## src/pwm_steer_map.svh

```systemverilog
// Register offsets, field positions and reset values of the steering block
`ifndef PWM_STEER_MAP_SVH
`define PWM_STEER_MAP_SVH
`define OFS_CTRL 8'h00
`define OFS_SHDN 8'h04
`define OFS_TSEL_LO 8'h08
`define OFS_TSEL_HI 8'h0c
`define OFS_STEER 8'h10
`define OFS_EPWM 8'h14
`define OFS_STATUS 8'h18
`define OFS_DIR 8'h1c
`define OFS_LATCH 8'h20
`define OFS_ALT 8'h24
`define ADDR_MSB 7
`define RST_BYTE 8'h00
`define RST_DIR 4'hf
`define MASK_TSEL_HI 8'h03
`define MASK_STEER 8'h1f
`define MASK_CFG 8'h3f
`define MODE_PWM 2'h3
`define CFG_SINGLE 2'h0
`define TSEL_NONE 2'h3
`define BIT_SYNC 4
`define BIT_ASE 7
`define BIT_RSEN 7
`define BIT_TPF 0
`define BIT_FIRST 1
`define FIRST_CNT 2'h2
`endif

```

## src/pwm_steer_pkg.sv

```systemverilog
// Types shared by the steering block
package pwm_steer_pkg;
    typedef struct packed {
        logic [7:0] count;
        logic [7:0] period;
    } timer_bus_s;
    typedef struct packed {
        logic [1:0] out_cfg;
        logic [1:0] duty_lo;
        logic [3:0] mode;
    } ctrl_reg_s;
    typedef struct packed {
        logic ase;
        logic [2:0] src;
        logic [1:0] pss_ac;
        logic [1:0] pss_bd;
    } shdn_reg_s;
    typedef struct packed {
        logic [3:0] o;
        logic [3:0] oe;
    } pin_grp_s;
endpackage : pwm_steer_pkg

```

## src/pwm_steer_sync.sv

```systemverilog
// Two-flop synchronisers for the asynchronous shutdown inputs
`timescale 1ns/10ps
module pwm_steer_sync #(
    parameter int W = 3
) (
    input wire logic pclk,
    input wire logic presetn,
    input wire logic [W-1:0] async_in,
    output logic [W-1:0] sync_out
);
    genvar g;
    generate
        for (g = 0; g < W; g++) begin : g_sync
            logic meta_r;
            always_ff @(posedge pclk or negedge presetn) begin
                if (!presetn) begin
                    meta_r <= 1'b0;
                    sync_out[g] <= 1'b0;
                end else begin
                    meta_r <= async_in[g];
                    sync_out[g] <= meta_r;
                end
            end
        end
    endgenerate
endmodule : pwm_steer_sync

```

## src/pwm_output_steering.sv

```systemverilog
// Single-output PWM steering, polarity and shutdown with an APB slave
//
// Chosen here: the address map and register access over APB.
`timescale 1ns/10ps
`include "pwm_steer_map.svh"
module pwm_output_steering #(
    parameter bit ENHANCED = 1'b1
) (
    input wire logic pclk,
    input wire logic presetn,
    input wire logic psel,
    input wire logic penable,
    input wire logic pwrite,
    input wire logic [31:0] paddr,
    input wire logic [31:0] pwdata,
    output logic [31:0] prdata,
    output logic pready,
    output logic pslverr,
    input wire pwm_steer_pkg::timer_bus_s [2:0] timers,
    input wire logic pwm_raw,
    input wire logic fault_input_pin_n,
    input wire logic comp1_high,
    input wire logic comp2_high,
    output pwm_steer_pkg::pin_grp_s pin_pri,
    output pwm_steer_pkg::pin_grp_s pin_alt,
    output logic timer_period_flag,
    output logic shutdown_event_flag
);
    pwm_steer_pkg::ctrl_reg_s ctrl_r;
    pwm_steer_pkg::shdn_reg_s shdn_r;
    logic [7:0] tsel_lo_r;
    logic [7:0] tsel_hi_r;
    logic [4:0] steer_r;
    logic [3:0] steer_act_r;
    logic [7:0] epwm_r;
    logic [3:0] dir_r;
    logic [3:0] latch_r;
    logic [3:0] alt_r;
    logic tpf_r;
    logic [1:0] first_cnt_r;
    logic shut_hold_r;
    logic [3:0] pin_o_r;
    logic [3:0] pin_oe_r;
    logic [2:0] src_sync;
    logic wr_en;
    logic rd_en;
    logic hit;
    logic [7:0] rd_nxt;
    logic boundary;
    logic steer_on;
    logic shdn_cond;
    logic shut_eff;
    logic [1:0] tsel;
    logic [7:0] wbyte;

    assign wbyte = pwdata[7:0];
    assign pready = 1'b1;
    assign wr_en = psel && penable && pwrite;
    assign rd_en = psel && !penable && !pwrite;

    // Shutdown inputs arrive from pins and comparators
    pwm_steer_sync #(.W(3)) u_sync (
        .pclk(pclk),
        .presetn(presetn),
        .async_in({!fault_input_pin_n, comp2_high, comp1_high}),
        .sync_out(src_sync)
    );

    assign tsel = tsel_lo_r[1:0];
    always_comb begin
        boundary = 1'b0;
        if (tsel != `TSEL_NONE) begin
            boundary = timers[tsel].count == timers[tsel].period;
        end
    end

    assign steer_on = (ctrl_r.mode[3:2] == `MODE_PWM) &&
                      (!ENHANCED || ctrl_r.out_cfg == `CFG_SINGLE);

    assign shdn_cond = (shdn_r.src[2] && src_sync[2]) ||
                       (shdn_r.src[1] && src_sync[1]) ||
                       (shdn_r.src[0] && src_sync[0]);
    assign shut_eff = shdn_r.ase || shut_hold_r;
    assign shutdown_event_flag = shdn_r.ase;
    assign timer_period_flag = tpf_r;

    always_comb begin
        hit = 1'b1;
        rd_nxt = `RST_BYTE;
        unique case (paddr[`ADDR_MSB:0])
            `OFS_CTRL: rd_nxt = ENHANCED ? ctrl_r : (ctrl_r & `MASK_CFG);
            `OFS_SHDN: rd_nxt = shdn_r;
            `OFS_TSEL_LO: rd_nxt = tsel_lo_r;
            `OFS_TSEL_HI: rd_nxt = tsel_hi_r & `MASK_TSEL_HI;
            `OFS_STEER: rd_nxt = {3'h0, steer_r};
            `OFS_EPWM: rd_nxt = epwm_r;
            `OFS_STATUS: rd_nxt = {steer_act_r, 1'b0, shdn_cond,
                                   first_cnt_r == `FIRST_CNT, tpf_r};
            `OFS_DIR: rd_nxt = {4'h0, dir_r};
            `OFS_LATCH: rd_nxt = {4'h0, latch_r};
            `OFS_ALT: rd_nxt = {4'h0, alt_r};
            default: hit = 1'b0;
        endcase
        if (|paddr[31:`ADDR_MSB+1]) begin
            hit = 1'b0;
            rd_nxt = `RST_BYTE;
        end
    end

    assign pslverr = psel && penable && !hit;

    // Read data registered in the setup phase
    always_ff @(posedge pclk or negedge presetn) begin
        if (!presetn) begin
            prdata <= 32'h0;
        end else if (rd_en) begin
            prdata <= {24'h0, rd_nxt};
        end
    end

    // Plain configuration registers
    always_ff @(posedge pclk or negedge presetn) begin
        if (!presetn) begin
            ctrl_r <= `RST_BYTE;
            tsel_lo_r <= `RST_BYTE;
            tsel_hi_r <= `RST_BYTE;
            epwm_r <= `RST_BYTE;
            latch_r <= 4'h0;
            alt_r <= 4'h0;
            dir_r <= `RST_DIR;
        end else if (wr_en && hit) begin
            unique case (paddr[`ADDR_MSB:0])
                `OFS_CTRL: ctrl_r <= wbyte;
                `OFS_TSEL_LO: tsel_lo_r <= wbyte;
                `OFS_TSEL_HI: tsel_hi_r <= wbyte & `MASK_TSEL_HI;
                `OFS_EPWM: epwm_r <= wbyte;
                `OFS_LATCH: latch_r <= wbyte[3:0];
                `OFS_ALT: alt_r <= wbyte[3:0];
                `OFS_DIR: dir_r <= wbyte[3:0];
                default: ;
            endcase
        end
    end

    // Steering register and active enables
    always_ff @(posedge pclk or negedge presetn) begin
        if (!presetn) begin
            steer_r <= 5'h0;
            steer_act_r <= 4'h0;
        end else begin
            if (wr_en && paddr[`ADDR_MSB:0] == `OFS_STEER &&
                paddr[31:`ADDR_MSB+1] == '0) begin
                steer_r <= wbyte[4:0];
                if (!wbyte[`BIT_SYNC]) begin
                    steer_act_r <= wbyte[3:0];
                end
            end else if (steer_r[`BIT_SYNC] && boundary) begin
                steer_act_r <= steer_r[3:0];
            end
        end
    end

    always_ff @(posedge pclk or negedge presetn) begin
        if (!presetn) begin
            shdn_r <= `RST_BYTE;
        end else begin
            if (wr_en && paddr == {24'h0, `OFS_SHDN}) begin
                shdn_r[6:0] <= wbyte[6:0];
                // Writes to the flag are locked out while the cause persists
                if (!shdn_cond) begin
                    shdn_r.ase <= wbyte[`BIT_ASE];
                end
            end
            if (shdn_cond) begin
                shdn_r.ase <= 1'b1;
            end else if (epwm_r[`BIT_RSEN] &&
                         !(wr_en && paddr == {24'h0, `OFS_SHDN})) begin
                shdn_r.ase <= 1'b0;
            end
        end
    end

    // Output resumes only on a whole period after the flag clears
    always_ff @(posedge pclk or negedge presetn) begin
        if (!presetn) begin
            shut_hold_r <= 1'b0;
        end else if (shdn_r.ase) begin
            shut_hold_r <= 1'b1;
        end else if (boundary) begin
            shut_hold_r <= 1'b0;
        end
    end

    // period flag and first full cycle
    always_ff @(posedge pclk or negedge presetn) begin
        if (!presetn) begin
            tpf_r <= 1'b0;
            first_cnt_r <= 2'h0;
        end else begin
            if (wr_en && paddr == {24'h0, `OFS_STATUS} &&
                wbyte[`BIT_TPF]) begin
                tpf_r <= 1'b0;
            end
            if (boundary) begin
                tpf_r <= 1'b1;
            end
            if (!steer_on) begin
                first_cnt_r <= 2'h0;
            end else if (boundary && first_cnt_r != `FIRST_CNT) begin
                first_cnt_r <= first_cnt_r + 2'h1;
            end
        end
    end

    // Per-pin output selection
    genvar i;
    generate
        for (i = 0; i < 4; i++) begin : g_pin
            logic pol;
            logic [1:0] pss;
            logic steered;
            logic val;
            logic drive;
            assign pol = (i % 2 == 0) ? ctrl_r.mode[1] : ctrl_r.mode[0];
            assign pss = (i % 2 == 0) ? shdn_r.pss_ac : shdn_r.pss_bd;
            assign steered = steer_on && steer_act_r[i];
            always_comb begin
                val = latch_r[i];
                drive = 1'b1;
                if (steered && shut_eff) begin
                    val = pss[0];
                    drive = !pss[1];
                end else if (steered) begin
                    val = pwm_raw ^ pol;
                end
            end
            always_ff @(posedge pclk or negedge presetn) begin
                if (!presetn) begin
                    pin_o_r[i] <= 1'b0;
                    pin_oe_r[i] <= 1'b0;
                end else begin
                    pin_o_r[i] <= val;
                    pin_oe_r[i] <= drive && !dir_r[i];
                end
            end
            assign pin_pri.o[i] = pin_o_r[i];
            assign pin_alt.o[i] = pin_o_r[i];
            assign pin_pri.oe[i] = pin_oe_r[i] && !alt_r[i];
            assign pin_alt.oe[i] = pin_oe_r[i] && alt_r[i];
        end
    endgenerate

    AST_IMMEDIATE_STEER: assert property (
        @(posedge pclk) disable iff (!presetn)
        wr_en && paddr == {24'h0, `OFS_STEER} && !pwdata[`BIT_SYNC]
        |=> steer_act_r == $past(pwdata[3:0]))
        else $error("steering not applied at once");
    AST_SYNC_WAIT: assert property (
        @(posedge pclk) disable iff (!presetn)
        !(wr_en && paddr == {24'h0, `OFS_STEER}) && !boundary
        |=> $stable(steer_act_r))
        else $error("steering changed off a boundary");
    AST_SYNC_LOAD: assert property (
        @(posedge pclk) disable iff (!presetn)
        steer_r[`BIT_SYNC] && boundary && !wr_en
        |=> steer_act_r == $past(steer_r[3:0]))
        else $error("pending steering not loaded");
    AST_SHDN_FLAG: assert property (
        @(posedge pclk) disable iff (!presetn)
        shdn_cond |=> shdn_r.ase)
        else $error("shutdown flag not set");
    AST_SHDN_PIN: assert property (
        @(posedge pclk) disable iff (!presetn)
        steer_on && steer_act_r[0] && shdn_r.ase && !shdn_r.pss_ac[1]
        && $stable(shdn_r) && $stable(steer_act_r) && $stable(ctrl_r)
        |=> pin_o_r[0] == $past(shdn_r.pss_ac[0]))
        else $error("pin A not in shutdown state");
    AST_UNSTEERED_LATCH: assert property (
        @(posedge pclk) disable iff (!presetn)
        !steer_act_r[1] && $stable(latch_r)
        |=> pin_o_r[1] == $past(latch_r[1]))
        else $error("unsteered pin B not from latch");
    AST_POLARITY: assert property (
        @(posedge pclk) disable iff (!presetn)
        steer_on && steer_act_r[2] && !shut_eff
        |=> pin_o_r[2] == ($past(pwm_raw) ^ $past(ctrl_r.mode[1])))
        else $error("pin C polarity wrong");
    AST_HIZ_DIR: assert property (
        @(posedge pclk) disable iff (!presetn)
        dir_r[3] |=> !pin_pri.oe[3] && !pin_alt.oe[3])
        else $error("pin D driven while input");
    AST_RESERVED_ZERO: assert property (
        @(posedge pclk) disable iff (!presetn)
        rd_en && paddr == {24'h0, `OFS_STEER} ##1 1'b1
        |-> prdata[31:5] == 27'h0)
        else $error("unused steering bits not zero");
    AST_PERIOD_FLAG: assert property (
        @(posedge pclk) disable iff (!presetn)
        boundary |=> tpf_r)
        else $error("period flag missing");
    AST_UNSTEERED_SHDN: assert property (
        @(posedge pclk) disable iff (!presetn)
        !steer_act_r[1] && shut_eff
        |=> pin_o_r[1] == $past(latch_r[1])
            && pin_oe_r[1] == !$past(dir_r[1]))
        else $error("unsteered pin B touched by shutdown");
    AST_STEER_OFF: assert property (
        @(posedge pclk) disable iff (!presetn)
        !steer_on |=> pin_o_r[2] == $past(latch_r[2]))
        else $error("pin C steered outside single-output mode");
    AST_PAIR_BD: assert property (
        @(posedge pclk) disable iff (!presetn)
        steer_on && steer_act_r[3] && !shut_eff
        |=> pin_o_r[3] == ($past(pwm_raw) ^ $past(ctrl_r.mode[0])))
        else $error("pin D polarity wrong");
    AST_TRI_STATE: assert property (
        @(posedge pclk) disable iff (!presetn)
        steer_on && steer_act_r[2] && shut_eff && shdn_r.pss_ac[1]
        |=> !pin_oe_r[2])
        else $error("pin C not released in shutdown");
    AST_AUTO_RESTART: assert property (
        @(posedge pclk) disable iff (!presetn)
        epwm_r[`BIT_RSEN] && !shdn_cond && !wr_en
        |=> !shdn_r.ase)
        else $error("auto-restart did not clear the flag");
    AST_NO_TIMER: assert property (
        @(posedge pclk) disable iff (!presetn)
        tsel == `TSEL_NONE && !tpf_r
        |=> !tpf_r)
        else $error("period flag set with no timer");
endmodule : pwm_output_steering

```

## config.mk

```make
export PLATFORM = sky130hd
export DESIGN_NAME = pwm_output_steering
export DESIGN_NICKNAME = d
export VERILOG_FILES = /design/src/pwm_steer_pkg.sv /design/src/pwm_steer_sync.sv /design/src/pwm_output_steering.sv
export VERILOG_INCLUDE_DIRS = /design/src
export SDC_FILE = /design/constraint.sdc
export NUM_CORES = 1
export LEC_CHECK = 0
export BUFFER_PORTS_ARGS = -buffer_cell sky130_fd_sc_hd__buf_2
export CAP_MARGIN = 10
export CELL_PAD_IN_SITES_DETAIL_PLACEMENT = 0
export CELL_PAD_IN_SITES_GLOBAL_PLACEMENT = 1
export CORE_MARGIN = 2
export CORE_UTILIZATION = 40
export DETAILED_ROUTE_END_ITERATION = 12
export PLACE_DENSITY_LB_ADDON = 0.1
export SYNTH_ARGS = -nofsm -noshare
export SYNTH_HDL_FRONTEND = slang
export SYNTH_SLANG_ARGS = --single-unit
export TNS_END_PERCENT = 100
```

## constraint.sdc

```tcl
create_clock -name pclk -period 2.7 [get_ports pclk]
set_clock_uncertainty 0.15 [all_clocks]
set_input_delay 0.135 -clock pclk [delete_from_list [all_inputs] [get_ports pclk]]
set_output_delay 0.135 -clock pclk [all_outputs]
set_load 0.005 [all_outputs]
```

-- After elaboration in Yosys (flattened, before gate mapping)
Cells that the tools add are included.
- register bits after elaboration: 81
- input port bits: 121
- output and inout port bits: 52
- word-level logic and storage cells: 159
- add/sub/neg operators: 1
- magnitude comparators: 1
- equality and inequality tests: 18
- multiplexer cells: 31
- bitwise gates (word level): 2
- reduce and logical (&&, ||, !) cells: 73
- operators by type and width (cell ; number):
    $pmux 8 s10 ; 1
    $logic_and 1x1->1 ; 38
    $bmux 16 s2 ; 1
    $eq 32x3->1 const B ; 1
    $eq 32x5->1 const B ; 1
    $eq 8x5->1 const B ; 4
    $logic_not 24->1 ; 1
    $reduce_or 24->1 ; 1
    $mux 1 ; 21
    $eq 8x4->1 const B ; 2
    $eq 8x6->1 const B ; 2
    $mux 16 ; 1
    $mux 8 ; 2
    $reduce_and 2->1 ; 8
    $logic_not 1->1 ; 15
    $mux 4 ; 3
    $reduce_or 10->1 ; 1
    $eq 8x3->1 const B ; 1
    $eq 8x8->1 ; 1
    $logic_not 8->1 ; 1
    $ne 2x2->1 const B ; 3
    $reduce_bool 2->1 ; 3
    $eq 2x2->1 const B ; 2
    $mux 2 ; 2
    other kinds (7) ; 10

-- Depth between registers and ports, before layout
- depth after elaboration: 7
- depth in mapped cells: 8
- depth with buffers taken out: 7

-- Hierarchy
Synthesis repeated with hierarchy kept, for this count alone.
- cell total of the unflattened synthesis: 401
- area, all modules: 4380.5 sq um
- by module, submodules not included (module ; instances ; cells each ; area each (sq um) ; seq. area each (sq um)):
    pwm_output_steering ; 1 ; 395 ; 4230.3 ; 1881.8
    pwm_steer_sync ; 1 ; 6 ; 150.1 ; 150.1

-- Worst setup path before layout
No wires, ideal clock.
- path kind: input to register
- start point: input port paddr[12]
- end point: register latch_r[0]
- library setup time: 0.125 ns
- arrival: 1.749 ns
- data required time: 2.425 ns
- setup slack: 0.676 ns
- cell stages on the path: 7
- path buffers: 1
- cells stage by stage: or4_4 nor2_4 nand3_4 nor2_1 and3_1 buf_2 mux2_2
- cells in the longest elaborated chain, start to end: 4
- RTL lines (item ; line ; text):
    start, declared ; pwm_output_steering.sv:14 ; input wire logic [31:0] paddr,
    $reduce_or 24->1 ; pwm_output_steering.sv:104 ; if (|paddr[31:`ADDR_MSB+1]) begin
    $mux 1 ; pwm_output_steering.sv:104 ;
    $logic_and 1x1->1 ; pwm_output_steering.sv:131 ; end else if (wr_en && hit) begin
    $reduce_and 2->1 (no source line) ; - ;
    end signal, assigned ; pwm_output_steering.sv:137 ; `OFS_LATCH: latch_r <= wbyte[3:0];
    end, declared ; pwm_output_steering.sv:37 ; logic [3:0] latch_r;
No other way between the ends.
A chain may end at the register's enable or synchronous reset.

-- Worst setup path after layout
- start point: input port paddr[12]
- end point: register alt_r[0]
- cells in the longest elaborated chain, start to end: 4
- RTL lines (item ; line ; text):
    $reduce_or 24->1 ; pwm_output_steering.sv:104 ;
    $mux 1 ; pwm_output_steering.sv:104 ;
    $logic_and 1x1->1 ; pwm_output_steering.sv:131 ;
    $reduce_and 2->1 (no source line) ; - ;
    end signal, assigned ; pwm_output_steering.sv:138 ; `OFS_ALT: alt_r <= wbyte[3:0];
    end, declared ; pwm_output_steering.sv:38 ; logic [3:0] alt_r;
No other way between the ends.

==> out/results.txt <==
Status: finished clean
WP data arrival: 2.08 ns
Unique cell type count in the Yosys netlist: 57
CTS root buffer: clkbuf_8
Placed Cells: 663
Die span in x: 108.6 µm
Layout cells sized above 1: 39.78%
Metal-1 WL: 5.354 mm
Clock Tree Buf Depth: 2
Worst R2R Start: steer_r[3]
Critical R2R Capture: prdata[3]
Die H: 108.6 µm
CTS tree: done
Slowest stage delay, CP: 0.54 ns
Port buffer count: 123
Uppermost layer routed: met4
Async set-reset flop share out of synthesis: 100.0%
Worst path cell trace: buf_2, or4_4, nor2_4, nand3_4, nor2_1, and3_1, mux2_2
Crit-path max FO: 6
Slew Limit Fails: 0
Number of H-tree levels: 3
Antenna Nets Post-Route: 0
Final wirelength: 11.94 mm
Hold Fails Final Rpt: 0
Final min period: 1.984 ns
Pwr Density: 420.9 mW/mm²
Vias post-DR: 3610
WHS Endpoint: latch_r[3]
Relative slew slack: 31.89%
Commonest non-fill, non-tap cell in the layout: buf_2
Yosys top cell by area: dfrtp_1
Fin util: 50.13%
Worst Path Required: 2.80 ns
Row cnt: 38
Leakage power: 2.683 nW
Die area: 0.01180 mm²
Final WS setup: 0.7160 ns
Final hold slack: 0.02450 ns
Maximum vdd drop: 208.2 µV
Post-Syn Instances: 401
CTS buffer count: 9
# Max-Cap Violations: 0
HPWL Detailed: 9.203 mm
Fmax: 504.0 MHz
First-pass GRT wire length: 19.09 mm
Total gr overflow: 0
Crit Path Class: primary input to register
Worst reg2reg path depth: 5
Nets: 665
Layout Cell Area excl Fill: 0.005386 mm²
Drc violations: 0
Diodes inserted: 0
Post-DP Area: 0.005117 mm²
Top FF cell, synth: dfrtp_1
Period utilisation layout: 73.48%
Vias in the first global route: 3548
CORE AREA: 0.01075 mm²
Area grow syn2layout: 22.96%
Worst slew pin tran: 1.022 ns
Routability cong.: 0.8792
Setup WS pre-CTS: 0.3183 ns
Antenna violations before repair: 0
Startpoint Class: primary input
Routed wl met3: 838 µm
Top area cells in the synthesized netlist: dfrtp_1 44%, mux2_2 12%, buf_4 5.0%
Clk sinks: 81
Hold crit path type: primary input to register
Fin cells: 688
Commonest cells after routing, fill and taps aside: 122 x buf_2, 77 x dfrtp_1, 46 x mux2_2, 30 x nand2_1, 25 x conb_1
Post-synth top area share: 43.99%
HP Start: pwdata[3]
Register area share after synthesis: 46.39%
DR vias/cell: 5.247
Crit end category: register
Largest net degree at the start of global routing: 82
Overall Global Routing Usage: 21.68%
Synthesized area per cell: 10.92 µm²
Final Setup Violations: 0
Detail Route met2 WL: 5.518 mm
Cell Area, Synth: 0.004380 mm²
Yosys warning total: 0
Hold Path Depth: 2
Clock-pin slew on the worst setup and hold paths: 0.09 ns
Initial Util: 40.77%
Worst-Skew Late Latency: 0.36 ns
Number of synthesized flops with an enable pin: 0
Drt initial violations: 198
Total power: 2.267 mW
Wirelength per Cell: 17.36 µm
Register bit total from synthesis: 81
R2R Setup Slk: 0.92 ns
CP max-delay cell: or4_4
IO Count: 173
RSZ-0062 raised after global routing: false
Pre-antenna DRT Iters: 4
Fin Setup TNS: 0 ns
==> critical path, delay by kind of cell <==
| kind | cells | cell delay (ns) |
|---|---|---|
| and+or+nand+nor | 5 | 1.47 |
| buffers and inverters | 1 | 0.10 |
| muxes | 1 | 0.37 |
==> power by group <==
| group | leakage (nW) | switching [mW] | internal [mW] |
|---|---|---|---|
| clock network | 0.0862 | 0.475 | 0.341 |
| logic | 1.52 | 0.126 | 0.0999 |
| registers | 1.07 | 0.00459 | 1.22 |
| total | 2.68 | 0.605 | 1.66 |
==> synth_stat cells (7+ instances only) <==
master,instances
dfrtp_1,77
mux2_2,46
nand2_1,30
buf_4,29
xor2_1,21
o21ai_0,18
a22o_1,13
nor2_1,12
a21oi_1,10
inv_1,10
nand3_1,10
nor4_1,10
a22oi_1,9
mux2i_1,8
nor3_1,7
==> flip-flops by register name, indices dropped and copies added (netlist names), 4 cells and up <==
name	cells
ctrl_r	8
epwm_r	8
prdata	8
tsel_lo_r	8
steer_r	5
alt_r	4
dir_r	4
g_pin.pss	4
latch_r	4
pin_alt	4
pin_oe_r	4
steer_act_r	4
==> cells by family after synthesis <==
kind of cell	Yosys count	synth area share, %
flops	81	46.39
simple gates	110	15.17
buf+inv	51	7.027
other cells	2	0.1714
fa+ha+maj	1	0.2856
xor+xnor	26	5.199
mux	54	13.65
compound gates	76	12.11
==> worst max-delay path by stage <==
stage	startpoint	slack [ns]	end	depth (start not counted)
2_1_floorplan	paddr[12]	0.68	latch_r[0]	7
6_report	paddr[12]	0.72	alt_r[0]	7
3_3_place_gp	paddr[12]	0.34	alt_r[3]	7
4_1_cts	paddr[12]	0.71	alt_r[0]	7
3_5_place_dp	paddr[12]	0.32	alt_r[0]	7
5_1_grt	paddr[12]	0.65	alt_r[2]	7
==> final cells by class <==
| cell class | count | area, µm² |
|---|---|---|
| clock buffer | 9 | 123.9 |
| clock inverter | 7 | 55.05 |
| fill | 1015 | 5359 |
| inverter | 10 | 37.54 |
| multi-input combinational | 292 | 2127 |
| sequential | 81 | 2032 |
| tap | 140 | 175.2 |
| timing repair buffer | 149 | 835.8 |
==> layer usage <==
layer	GRT usage, %	vias to the layer above
met5	0	-
met4	7.326	0
met3	4.483	15
met2	33.84	165
met1	30.10	1730
li1	-	1700
==> timing repair <==
item	CTS	global route
hold buffers	9	0
setup buffers	0	0
endpoints found under the hold margin	103	0
setup endpoints to repair	0	0
resized for setup	0	0
No activity file was read; power rests on OpenSTA's default activity.
